===== config.mk =====
export PLATFORM = sky130hd
export DESIGN_NAME = irq_priority_config_bank
export DESIGN_NICKNAME = d
export VERILOG_FILES = /design/src/common/irq_prio_pkg.sv /design/src/design/prio_reg16.sv /design/src/design/prio_level_decode.sv /design/src/design/irq_priority_config_bank.sv
export SDC_FILE = /design/constraint.sdc
export NUM_CORES = 1
export LEC_CHECK = 0
export BUFFER_PORTS_ARGS = -buffer_cell sky130_fd_sc_hd__buf_2
export CAP_MARGIN = 15
export CORE_ASPECT_RATIO = 0.9
export CORE_UTILIZATION = 45
export CTS_CLUSTER_SIZE = 20
export DETAILED_ROUTE_END_ITERATION = 16
export PLACE_DENSITY = 0.76
export SYNTH_ARGS = -nofsm -noshare
export SYNTH_HDL_FRONTEND = slang
export SYNTH_SLANG_ARGS = --single-unit

===== constraint.sdc =====
create_clock -name clk -period 2.12 [get_ports clk]
set_input_delay 0.424 -clock clk [delete_from_list [all_inputs] [get_ports clk]]
set_output_delay 0.424 -clock clk [all_outputs]
set_load 0.02 [all_outputs]

===== src/common/irq_prio_pkg.sv =====
package irq_prio_pkg;

  // register indices; byte address is four times the index
  localparam int unsigned NUM_REGS = 7;
  localparam logic [3:0] IDX_EXT1 = 4'h0;
  localparam logic [3:0] IDX_TMR4_CMP34 = 4'h1;
  localparam logic [3:0] IDX_UART2_EXT2_TMR5 = 4'h2;
  localparam logic [3:0] IDX_SPI2 = 4'h3;
  localparam logic [3:0] IDX_CAP345 = 4'h4;
  localparam logic [3:0] IDX_CMP5 = 4'h5;
  localparam logic [3:0] IDX_PPORT = 4'h6;
  localparam logic [11:0] ADDR_EXT1 = 12'h000;
  localparam logic [11:0] ADDR_TMR4_CMP34 = 12'h004;
  localparam logic [11:0] ADDR_UART2_EXT2_TMR5 = 12'h008;
  localparam logic [11:0] ADDR_SPI2 = 12'h00c;
  localparam logic [11:0] ADDR_CAP345 = 12'h010;
  localparam logic [11:0] ADDR_CMP5 = 12'h014;
  localparam logic [11:0] ADDR_PPORT = 12'h018;

  // field low-bit positions
  localparam int unsigned POS_F0 = 0;
  localparam int unsigned POS_F1 = 4;
  localparam int unsigned POS_F2 = 8;
  localparam int unsigned POS_F3 = 12;

  // implemented-bit masks per register
  localparam logic [15:0] MASK_EXT1 = 16'h0007;
  localparam logic [15:0] MASK_TMR4_CMP34 = 16'h7770;
  localparam logic [15:0] MASK_UART2_EXT2_TMR5 = 16'h7777;
  localparam logic [15:0] MASK_SPI2 = 16'h0077;
  localparam logic [15:0] MASK_CAP345 = 16'h7770;
  localparam logic [15:0] MASK_CMP5 = 16'h0070;
  localparam logic [15:0] MASK_PPORT = 16'h0070;

  // every field resets to level 4; fill pattern before masking
  localparam logic [2:0] FIELD_RESET = 3'h4;
  localparam logic [15:0] RESET_FILL = 16'h4444;
  localparam logic [2:0] CODE_DISABLED = 3'h0;

endpackage : irq_prio_pkg


===== src/design/prio_reg16.sv =====
`timescale 1ns/1ns
`default_nettype none
module prio_reg16 #(
  parameter logic [15:0] MASK = 16'h0000,
  parameter logic [15:0] RESET_VAL = 16'h0000
) (
  // clock and reset
  input wire logic clk,
  input wire logic srst,
  // write port
  input wire logic wr_en,
  input wire logic [15:0] wr_data,
  // stored value
  output logic [15:0] value
);
  logic [15:0] value_q;
  logic [15:0] value_d;

  // unimplemented bits never store anything
  assign value_d = wr_en ? (wr_data & MASK) : value_q;
  assign value = value_q & MASK;

  always_ff @(posedge clk) begin
    if (srst) begin
      value_q <= RESET_VAL & MASK;
    end else begin
      value_q <= value_d;
    end
  end
endmodule : prio_reg16
`default_nettype wire


===== src/design/prio_level_decode.sv =====
`timescale 1ns/1ns
`default_nettype none
module prio_level_decode (
  // field code
  input wire logic [2:0] code,
  // decoded request view
  output logic enabled,
  output logic [2:0] level
);
  // code is the level itself: 000 off, 001 lowest, 111 highest
  assign enabled = (code != irq_prio_pkg::CODE_DISABLED);
  assign level = code;
endmodule : prio_level_decode
`default_nettype wire


===== src/design/irq_priority_config_bank.sv =====
// Overview of operation
// - code 111 gives level 7, highest
// - code 000 disables the source
// - code 001 gives level 1, lowest
// - unassigned bits ignore writes, read zero
// - field bits read back last written
// - every field resets to 100
// - reg 0: ext irq1 in bits 2:0
// - reg 1: timer4 14:12, cmp4 10:8, cmp3 6:4
// - reg 2: serial2 tx 14:12, rx 10:8
// - reg 2: ext irq2 6:4, timer5 2:0
// - reg 3: spi2 event 6:4, fault 2:0
// - reg 4: capture 5/4/3 at 14:12/10:8/6:4
// - reg 5: compare5 in bits 6:4
// - reg 6: parallel port in bits 6:4
//
// The implementer's own choices: the APB slave port and the address map.
`timescale 1ns/1ns
`default_nettype none
module irq_priority_config_bank (
  // clock and reset
  input wire logic clk,
  input wire logic srst,
  // apb slave
  input wire logic psel,
  input wire logic penable,
  input wire logic pwrite,
  input wire logic [11:0] paddr,
  input wire logic [31:0] pwdata,
  input wire logic [3:0] pstrb,
  output logic [31:0] prdata,
  output logic pready,
  output logic pslverr,
  // priority fields to arbitration
  output logic [2:0] ext_irq1_level,
  output logic [2:0] timer_four_level,
  output logic [2:0] compare_ch4_level,
  output logic [2:0] compare_ch3_level,
  output logic [2:0] serial2_tx_level,
  output logic [2:0] serial2_rx_level,
  output logic [2:0] ext_irq2_level,
  output logic [2:0] timer_five_level,
  output logic [2:0] spi_port2_event_level,
  output logic [2:0] spi_port2_fault_level,
  output logic [2:0] capture_ch5_level,
  output logic [2:0] capture_ch4_level,
  output logic [2:0] capture_ch3_level,
  output logic [2:0] compare_ch5_level,
  output logic [2:0] parallel_port_level,
  // per-source enable, low when code is 000
  output logic [14:0] source_enabled
);
  localparam int unsigned NSRC = 15;

  typedef enum logic [1:0] {
    ST_IDLE = 2'b01,
    ST_DONE = 2'b10
  } apb_state_e;

  apb_state_e state_q;
  apb_state_e state_d;

  // implemented masks and register index lookup
  function automatic logic [15:0] reg_mask(input logic [3:0] idx);
    case (idx)
      irq_prio_pkg::IDX_EXT1: reg_mask = irq_prio_pkg::MASK_EXT1;
      irq_prio_pkg::IDX_TMR4_CMP34: reg_mask = irq_prio_pkg::MASK_TMR4_CMP34;
      irq_prio_pkg::IDX_UART2_EXT2_TMR5: reg_mask = irq_prio_pkg::MASK_UART2_EXT2_TMR5;
      irq_prio_pkg::IDX_SPI2: reg_mask = irq_prio_pkg::MASK_SPI2;
      irq_prio_pkg::IDX_CAP345: reg_mask = irq_prio_pkg::MASK_CAP345;
      irq_prio_pkg::IDX_CMP5: reg_mask = irq_prio_pkg::MASK_CMP5;
      irq_prio_pkg::IDX_PPORT: reg_mask = irq_prio_pkg::MASK_PPORT;
      default: reg_mask = 16'h0000;
    endcase
  endfunction : reg_mask

  // decode
  wire logic [3:0] addr_idx = paddr[5:2];
  wire logic addr_hit = (paddr[11:6] == 6'h00) && (paddr[1:0] == 2'h0)
                        && (addr_idx < 4'h7);
  wire logic access = psel && penable && (state_q == ST_IDLE);
  // writes land on the edge that samples pready, never a cycle early
  wire logic complete_phase = psel && penable && (state_q == ST_DONE);
  wire logic wr_fire = complete_phase && pwrite && addr_hit;
  // byte lanes: only the low two bytes hold fields
  wire logic [15:0] strb_mask = {{8{pstrb[1]}}, {8{pstrb[0]}}};

  logic [15:0] reg_val [irq_prio_pkg::NUM_REGS];
  logic [15:0] wr_merge [irq_prio_pkg::NUM_REGS];

  genvar g;
  generate
    for (g = 0; g < irq_prio_pkg::NUM_REGS; g++) begin : g_reg
      localparam logic [3:0] GIDX = 4'(g);
      // partial strobes keep the untouched lane
      assign wr_merge[g] = (pwdata[15:0] & strb_mask) | (reg_val[g] & ~strb_mask);
      prio_reg16 #(
        .MASK(reg_mask(GIDX)),
        .RESET_VAL(irq_prio_pkg::RESET_FILL)
      ) u_reg (
        .clk(clk),
        .srst(srst),
        .wr_en(wr_fire && (addr_idx == GIDX)),
        .wr_data(wr_merge[g]),
        .value(reg_val[g])
      );
    end
  endgenerate

  // field extraction, placed per register layout
  wire logic [2:0] fld [NSRC];
  assign fld[0] = reg_val[0][irq_prio_pkg::POS_F0 +: 3];
  assign fld[1] = reg_val[1][irq_prio_pkg::POS_F3 +: 3];
  assign fld[2] = reg_val[1][irq_prio_pkg::POS_F2 +: 3];
  assign fld[3] = reg_val[1][irq_prio_pkg::POS_F1 +: 3];
  assign fld[4] = reg_val[2][irq_prio_pkg::POS_F3 +: 3];
  assign fld[5] = reg_val[2][irq_prio_pkg::POS_F2 +: 3];
  assign fld[6] = reg_val[2][irq_prio_pkg::POS_F1 +: 3];
  assign fld[7] = reg_val[2][irq_prio_pkg::POS_F0 +: 3];
  assign fld[8] = reg_val[3][irq_prio_pkg::POS_F1 +: 3];
  assign fld[9] = reg_val[3][irq_prio_pkg::POS_F0 +: 3];
  assign fld[10] = reg_val[4][irq_prio_pkg::POS_F3 +: 3];
  assign fld[11] = reg_val[4][irq_prio_pkg::POS_F2 +: 3];
  assign fld[12] = reg_val[4][irq_prio_pkg::POS_F1 +: 3];
  assign fld[13] = reg_val[5][irq_prio_pkg::POS_F1 +: 3];
  assign fld[14] = reg_val[6][irq_prio_pkg::POS_F1 +: 3];

  logic [2:0] lvl [NSRC];
  logic [NSRC-1:0] en_d;
  generate
    for (g = 0; g < NSRC; g++) begin : g_dec
      prio_level_decode u_dec (
        .code(fld[g]),
        .enabled(en_d[g]),
        .level(lvl[g])
      );
    end
  endgenerate

  // registered copies so outputs come from flops; one cycle after a write
  logic [2:0] lvl_q [NSRC];
  logic [NSRC-1:0] en_q;
  always_ff @(posedge clk) begin
    if (srst) begin
      for (int i = 0; i < NSRC; i++) begin
        lvl_q[i] <= irq_prio_pkg::FIELD_RESET;
      end
      en_q <= '1;
    end else begin
      for (int i = 0; i < NSRC; i++) begin
        lvl_q[i] <= lvl[i];
      end
      en_q <= en_d;
    end
  end

  assign ext_irq1_level = lvl_q[0];
  assign timer_four_level = lvl_q[1];
  assign compare_ch4_level = lvl_q[2];
  assign compare_ch3_level = lvl_q[3];
  assign serial2_tx_level = lvl_q[4];
  assign serial2_rx_level = lvl_q[5];
  assign ext_irq2_level = lvl_q[6];
  assign timer_five_level = lvl_q[7];
  assign spi_port2_event_level = lvl_q[8];
  assign spi_port2_fault_level = lvl_q[9];
  assign capture_ch5_level = lvl_q[10];
  assign capture_ch4_level = lvl_q[11];
  assign capture_ch3_level = lvl_q[12];
  assign compare_ch5_level = lvl_q[13];
  assign parallel_port_level = lvl_q[14];
  assign source_enabled = en_q;

  // apb answer: one wait state, pready in the second access cycle
  wire logic [15:0] rd_word = addr_hit ? reg_val[addr_idx[2:0]] : 16'h0000;
  logic [31:0] prdata_q;
  logic pready_q;
  logic pslverr_q;

  always_comb begin
    state_d = state_q;
    case (state_q)
      ST_IDLE: if (access) state_d = ST_DONE;
      ST_DONE: state_d = ST_IDLE;
      default: state_d = ST_IDLE;
    endcase
  end

  always_ff @(posedge clk) begin
    if (srst) begin
      state_q <= ST_IDLE;
      prdata_q <= 32'h0000_0000;
      pready_q <= 1'b0;
      pslverr_q <= 1'b0;
    end else begin
      state_q <= state_d;
      pready_q <= access;
      pslverr_q <= access && !addr_hit;
      prdata_q <= (access && !pwrite) ? {16'h0000, rd_word} : 32'h0000_0000;
    end
  end

  assign prdata = prdata_q;
  assign pready = pready_q;
  assign pslverr = pslverr_q;
endmodule : irq_priority_config_bank
`default_nettype wire


# Yosys cells after proc, flatten, opt, wreduce, memory -nomap -nowiden
# Memory sizes are Yosys's and may differ from the RTL's.
# Cells that the tools add are included.
# totals
wordCells	118
output_inout_bits	94
latchBits	0
n_memories	1
mem_bits_rw	45
register_bits	96
mem_bits_ro	0
# classes
mul	0
add_sub_neg	0
n_bitwise	35
eq_ne	8
n_lt_le_gt_ge	2
muxes	21
n_div	0
n_reduce_logical	38
shifts	0
# memory_table
name	depth	width	read_ports	rd_clocked_by_memory_dff	wr	line_no	text
lvl_q	15	3	15	0	15	irq_priority_config_bank.sv:141	logic [2:0] lvl_q [NSRC];
# op_table
op	count
$and 15x15->15	4
$bmux 16 s3	1
$mux 3	15
$or 15x15->15	3
$reduce_bool 3->1	15
$mux 16	2
$and 7x7->7	3
$or 7x7->7	3
$logic_and 1x1->1	16
$not 15->15	1
$or 1x1->1	15
$eq 4x3->1 const B	3
$eq 4x2->1 const B	2
$logic_not 6->1	1
$eq 4x1->1 const B	1
$ge 4x4->1 const B	1
$logic_not 4->1	1
$lt 4x3->1 const B	1
$not 3->4	1
$and 3x3->3	1
$mux 1	3
$not 1->1	3
$or 3x3->3	1
$reduce_or 3->1	1
5 further kinds	6

# Depth between registers and ports, before layout
# Gate-level depths: netlist (run 1).
# depth
depth_word	5
mapped_depth	6
mapped_depth_nobuf	5

# Hierarchy
# From an unflattened synthesis (run 1), not the netlist that was laid out.
# unflattened
hier_cells	855
hier_area_um2	7026.7
# modules_own_cells
mod	seq_area_each_um2	cells_each	n_inst	area_per_inst_um2
irq_priority_config_bank	1601.5	578	1	4436.8
prio_reg16 (g_reg[1].u_reg ...)	180.2	37	2	385.4
prio_reg16 (g_reg[0].u_reg ...)	60.1	23	3	203.9
prio_reg16 (g_reg[2].u_reg)	240.2	44	1	480.5
prio_level_decode	0.0	4	15	28.8
prio_reg16 (g_reg[3].u_reg)	120.1	30	1	295.3

# Worst setup path before layout (run 1)
# No wires, ideal clock.
# synth_timing
path_type	input to register
start	input port paddr[7]
end	register g_reg[5].u_reg.value_q[4]
t_arrival_ps	2010
n_path_buf	1
path_stages	5
setup_ps	114
setup_slack_ps	-4
path_cell_list	or4_4 or3_1 buf_2 or3_4 a21o_1
# synth_via
elab_chain_cells	5
# synth_rtl
element	line_no	text
start: declaration	irq_priority_config_bank.sv:28	input wire logic [11:0] paddr,
$logic_not 6->1	irq_priority_config_bank.sv:79	wire logic addr_hit = (paddr[11:6] == 6'h00) && (paddr[1:0] == 2'h0)
$logic_and 1x1->1	irq_priority_config_bank.sv:79	
$logic_and 1x1->1	irq_priority_config_bank.sv:80	&& (addr_idx < 4'h7);
$logic_and 1x1->1	irq_priority_config_bank.sv:84	wire logic wr_fire = complete_phase && pwrite && addr_hit;
$logic_and 1x1->1	irq_priority_config_bank.sv:103	.wr_en(wr_fire && (addr_idx == GIDX)),
end signal: assignment	prio_reg16.sv:25	value_q <= RESET_VAL & MASK;
end signal: assignment	prio_reg16.sv:27	value_q <= value_d;
end: declaration	prio_reg16.sv:16	logic [15:0] value_q;
# Every way passes these cells.
# A chain may end at the register's enable or synchronous reset.

# Final worst setup path (run 1)
# layout_timing
start	register state_q[0]
end	register g_reg[5].u_reg.value_q[4]
# layout_via
elab_chain_cells	5
# layout_rtl
element	line_no	text
start: declaration	irq_priority_config_bank.sv:60	apb_state_e state_q;
start signal: assignment	irq_priority_config_bank.sv:196	state_q <= state_d;
$eq 2x2->1	irq_priority_config_bank.sv:83	wire logic complete_phase = psel && penable && (state_q == ST_DONE);
$logic_and 1x1->1	irq_priority_config_bank.sv:83	
$logic_and 1x1->1 (2 in a row)	irq_priority_config_bank.sv:84	
$logic_and 1x1->1	irq_priority_config_bank.sv:103	
# Every way passes these cells.

==> flow_summary.yaml, run 1 <==
status:
  status: "complete, no violations"
setup_path:
  crit_top_cell: "or3_4"
  cp-end-kind: "flip-flop"
  r2r-start: "state_q[0]"
  cp_slowest_cell: "or4bb_1"
  crit_fanout: 6
  reg2reg_to: "g_reg[5].u_reg.value_q[4]"
  critPathKind: "reg -> reg"
  worstPathArrival_ns: 2.42
  crit_required_ns: 2.52
  path_delay_family: "simple AND/OR/NAND/NOR gates"
  start_kind: "flip-flop"
  slowest_delay_ns: 0.55
  cp_num_buf_inv: 0
  worstPathCellList: "or4bb_1, or3_4, or3_4, a21o_1"
  rr_worst_depth: 4
  ff2ff_setup_slack_ns: 0.10
layout:
  final_cell_area_um2: 5590
  synthToLayoutAreaGrowth_pct: 30.7
  nets: 589
  postLayoutCoreUtil: 0.610
  n_antenna_cell: 0
  drive_above_1_share: 0.317
timing:
  period_share: 0.951
  max_slew_margin: 0.655
  setup-tns-final_ns: 0
  worst_slew_pin_slew_ns: 0.517
  drv_slew: 0
  rsz0062_at_grt: "no"
  post-route-min-period_ns: 2.02
  hold_violations: 0
  fin_worst_skew_ns: 0.0139
  final-setup-viol-count: 0
  fmax_mhz: 496
clock_network:
  cts_resized: 0
  numCtsBuffers: 17
  clk_pin_slew_ns: 0.06
  postCtsSetupRepairBufs: 0
  htree_levels: 4
  root_buffer: "clkbuf_8"
  clock_latency_ns: 0.51
  cts_tree: "done"
  clockBufferDepth: 2
  clock_sinks: 121
  cts-hold-fix-buffers: 0
grt:
  grt_use_total: 0.199
  grt_start_max_net_pins: 58
  grt-ovfl-total: 0
  grt_pass1_wl_um: 15100
  antenna_found_initial: 0
  grt_pass1_vias: 3054
die:
  rows: 33
  ios: 147
  start_util: 0.466
  dieArea_um2: 9890
  chipWidth_um: 105
  core_area_um2: 9170
  fp.dieH_um: 94.5
placement:
  gp_congestion: 0.780
  io_buffers: 104
  hpwlAfterDp_um: 6700
  dpl-instance-area_um2: 4990
run:
  drv_cap: 0
synthesis:
  synthArstFlopShare: 0
  yosys-top-cells-area: "dfxtp_1 57%, mux2i_1 11%, nand2b_1 5.0%"
  synthAdderAreaFrac: 0
  synth-seq-area-share: 0.567
  synth_seq_cells: 121
  syn_avg_cell_area_um2: 10.5
  synth_top_area_share: 0.567
  ys_warn_count: 0
  post-synth-top-count-cell: "dfxtp_1"
  synth_area_leader_cell: "dfxtp_1"
  synthXorXnorAreaFrac: 0
  synthFlopType: "dfxtp_1"
  synth_mux_area_frac: 0.118
  synthSimpleGateAreaFrac: 0.177
  synth_edf_count: 0
  synth_area_um2: 4270
  synthTopCellsByCount: "121 x dfxtp_1, 47 x mux2i_1, 43 x inv_1, 37 x nor2_1, 34 x nand2b_1"
  ys_types: 36
  synth_compound_area_frac: 0.0495
  postSynthCellCount: 407
  synth_top_family_by_area: "simple AND/OR/NAND/NOR gates"
pwr:
  p_per_area_nw_per_um2: 936
  vdd_drop_max_uv: 440
  leakagePower_nw: 2.90
  power_mw: 5.23
worst_hold_path:
  hold_end: "g_reg[2].u_reg.value_q[2]"
  hold_class: "in -> reg"
  hp-start: "pwdata[2]"
  holdPathStages: 3
detailed_routing:
  finalWirelength_um: 9610
  first_pass_iters: 4
  drt-initial-drc-count: 196
  vias_per_cell: 4.78
  drc: 0
  via_count: 3209
  final_antenna_net_count: 0
  wl_per_cell_um: 14.3
==> layout by cell type (no fill, tap or decap), types with 4 or more instances in the layout <==
cell type,count
dfxtp_1,121
buf_2,104
mux2i_1,47
inv_1,43
nor2_1,37
nand2b_1,34
buf_4,22
conb_1,20
clkbuf_16,16
or3_1,15
nor2b_1,9
a21oi_1,7
a22oi_1,6
a2bb2oi_1,6
clkinv_4,6
nand4_2,5
nand2_1,4
nor4_1,4
a21o_1,4
==> metal layers <==
layer / track usage / part of all wire / vias to the layer above
met5: 0 / 0 / -
met4: 0.0657 / 0.014 / 0
met3: 0.0635 / 0.064 / 11
met2: 0.343 / 0.50 / 109
met1: 0.236 / 0.42 / 1515
li1: - / - / 1574
==> power breakdown <==
| group | leakage (nW) | switching, mW | total, mW | internal (mW) |
|---|---|---|---|---|
| Sequential | 0.977 | 0.000978 | 2.28 | 2.28 |
| Clock | 0.284 | 1.02 | 2.76 | 1.74 |
| Combinational | 1.64 | 0.120 | 0.188 | 0.0677 |
==> kinds of logic after synthesis <==
kind of cell / count (synthesis)
and+or+nand+nor: 127
DFF: 121
buffers and inverters: 79
muxes: 50
AOI/OAI and AO/OA: 29
other: 1
==> registers in the layout, indices dropped and copies added, names as in the netlist <==
name	flops
g.u_reg.value_q	45
pslverr	1
pready	1
prdata	12
state_q	2
source_enabled	15
lvl_q	45
==> worst max-delay path by stage <==
stage,depth (start not counted),slack [ns],startpoint,end
2_1_floorplan,5,0.02,paddr[5],g_reg[5].u_reg.value_q[4]
3_5_place_dp,6,-0.24,paddr[7],g_reg[2].u_reg.value_q[14]
6_report,4,0.10,state_q[0],g_reg[5].u_reg.value_q[4]
4_1_cts,4,0.03,state_q[0],g_reg[5].u_reg.value_q[4]
3_3_place_gp,6,-0.22,paddr[7],g_reg[2].u_reg.value_q[9]
5_1_grt,4,0.06,state_q[0],g_reg[5].u_reg.value_q[4]
==> worst register-to-register path: stages (launching register included) <==
cell	delay, ns
dfxtp_1	0.31
or4bb_1	0.56
or3_4	0.46
or3_4	0.40
a21o_1	0.19
==> area by class of cell <==
type                       count  area (um2)
multi-input combinational    226        1560
inverter                      43         161
sequential                   121        2420
clock inverter                13         146
clock buffer                  19         442
fill                         737        3580
timing repair buffer         127         706
tap                          122         153
==> metrics by stage <==
step	setup WS [ns]	std cells	hold WS, ns
6_report	0.103	671	0.218
4_1_cts	0.0318	671	0.197
3_5_place_dp	-0.241	639	0.453
5_1_grt	0.0578	671	0.211
3_3_place_gp	-0.218	639	0.451
2_1_floorplan	0.0175	426	0.423
No activity file was read; power rests on OpenSTA's default activity.
==> inputs of run 2 (changes only) <==
Settings changed: PLACE_DENSITY 0.76 to 0.81.
==> run 2 against run 1 <==
Setup slack better by 0.031 ns. Clock-buffer cell count down 1. Combinational power about the same. Largest power group unchanged. Highest routed layer unchanged.
==> flow_summary.yaml, run 2 (same netlist as run 1, synthesis figures left out) <==
detailed_routing:
  via_count: 3205
  wl_per_cell_um: 13.8
  drc: 0
  first_pass_iters: 4
  finalWirelength_um: 9300
  final_antenna_net_count: 0
  drt-initial-drc-count: 141
  vias_per_cell: 4.74
timing:
  period_share: 0.937
  final-setup-viol-count: 0
  max_slew_margin: 0.665
  hold_violations: 0
  setup-tns-final_ns: 0
  fin_worst_skew_ns: 0.00759
  setup_slack_ns: 0.134
  post-route-min-period_ns: 1.99
  worst_slew_pin_slew_ns: 0.501
  hold_ws_ns: 0.205
  drv_slew: 0
  rsz0062_at_grt: "no"
  fmax_mhz: 504
pwr:
  vdd_drop_max_uv: 445
  power_mw: 4.97
  p_per_area_nw_per_um2: 894
  leakagePower_nw: 2.89
worst_hold_path:
  holdPathStages: 3
  hp-start: "pwdata[14]"
  hold_class: "in -> reg"
  hold_end: "g_reg[4].u_reg.value_q[14]"
setup_path:
  rr_worst_depth: 4
  r2r-start: "state_q[0]"
  critPathKind: "reg -> reg"
  cp-end-kind: "flip-flop"
  reg2reg_to: "g_reg[5].u_reg.value_q[5]"
  crit_start: "state_q[0]"
  start_kind: "flip-flop"
  worstPathArrival_ns: 2.39
  crit_fanout: 4
  crit_required_ns: 2.53
  ff2ff_setup_slack_ns: 0.13
grt:
  grt_use_total: 0.199
  grt_pass1_wl_um: 14900
  antenna_found_initial: 0
  grt-ovfl-total: 0
  grt_start_max_net_pins: 58
  grt_pass1_vias: 3114
placement:
  gp_congestion: 0.804
  hpwlAfterDp_um: 6640
  dp_slack_ns: -0.0996
  io_buffers: 104
clock_network:
  cts_tree: "done"
  numCtsBuffers: 17
  htree_levels: 4
  clockBufferDepth: 2
  root_buffer: "clkbuf_8"
  clock_latency_ns: 0.51
  cts-hold-fix-buffers: 0
  clock_sinks: 121
  cts_resized: 0
  clk_pin_slew_ns: 0.06
  postCtsSetupRepairBufs: 0
die:
  ios: 147
  fp.dieH_um: 94.5
  start_util: 0.466
  chipWidth_um: 105
  rows: 33
  core_area_um2: 9170
  dieArea_um2: 9890
layout:
  final_cell_mix: "121 x dfxtp_1, 104 x buf_2, 47 x mux2i_1, 43 x inv_1, 37 x nor2_1"
  drive_above_1_share: 0.319
  n_antenna_cell: 0
  postLayoutCoreUtil: 0.606
  nets: 594
  final_common_cell: "dfxtp_1"
  synthToLayoutAreaGrowth_pct: 30.1
  n_fill_cell: 823
status:
  status: "complete, no violations"
run:
  drv_cap: 0
[run 2: cell types whose count changed in the layout (fill, tap and decap cells not counted), sizes merged]
| cell | previous run | this run |
|---|---|---|
| buf | 127 | 132 |
| bufinv | 2 | 1 |
| clkbuf | 19 | 18 |
| clkinv | 8 | 9 |
| clkinvlp | 2 | 4 |
| inv | 44 | 43 |
[run 2: critical path, cell delays in order, from the launching register on]
cell and delay [ns]:
dfxtp_1 0.30, or4bb_1 0.52, or3_1 0.46, or3_4 0.41, a21o_1 0.19
[run 2: layout make-up]
class	count	area, um2	area share
multi-input cells	226	1550	0.279
inverters	43	161	0.0290
repair buffers	132	743	0.134
well taps	122	153	0.0275
clock buffers	18	418	0.0752
flip-flops and latches	121	2420	0.436
clock inverters	14	109	0.0196
[run 2: worst max-delay path by stage]
stage                                           end  slack (ns)  cells past startpoint
after global routing      g_reg[5].u_reg.value_q[4]        0.06                      4
after CTS                 g_reg[5].u_reg.value_q[5]        0.13                      4
after global placement                    prdata[0]       -0.09                      6
after floorplan           g_reg[5].u_reg.value_q[4]        0.02                      5
after detailed placement                  prdata[1]        -0.1                      6
final                     g_reg[5].u_reg.value_q[5]        0.13                      4
[run 2: where the power goes]
group / internal [mW] / total, mW / switching, mW
Sequential: 2.28 / 2.28 / 0.00114
Combinational: 0.0683 / 0.187 / 0.119
Clock: 1.53 / 2.51 / 0.976
Total: 3.88 / 4.97 / 1.10
[run 2: routing by layer]
| metal | track usage | wire [um] | vias up |
|---|---|---|---|
| met5 | 0 | 0 | - |
| met4 | 0.103 | 148 | 0 |
| met3 | 0.0594 | 524 | 13 |
| met2 | 0.327 | 4420 | 110 |
| met1 | 0.239 | 4200 | 1500 |
| li1 | - | - | 1582 |
[run 2: per-stage QoR]
stage	instances	cell area [um2]
final	676	5560
after CTS	676	5560
after floorplan	426	4350
after detailed placement	644	5030
after global routing	676	5560
after global placement	644	5030
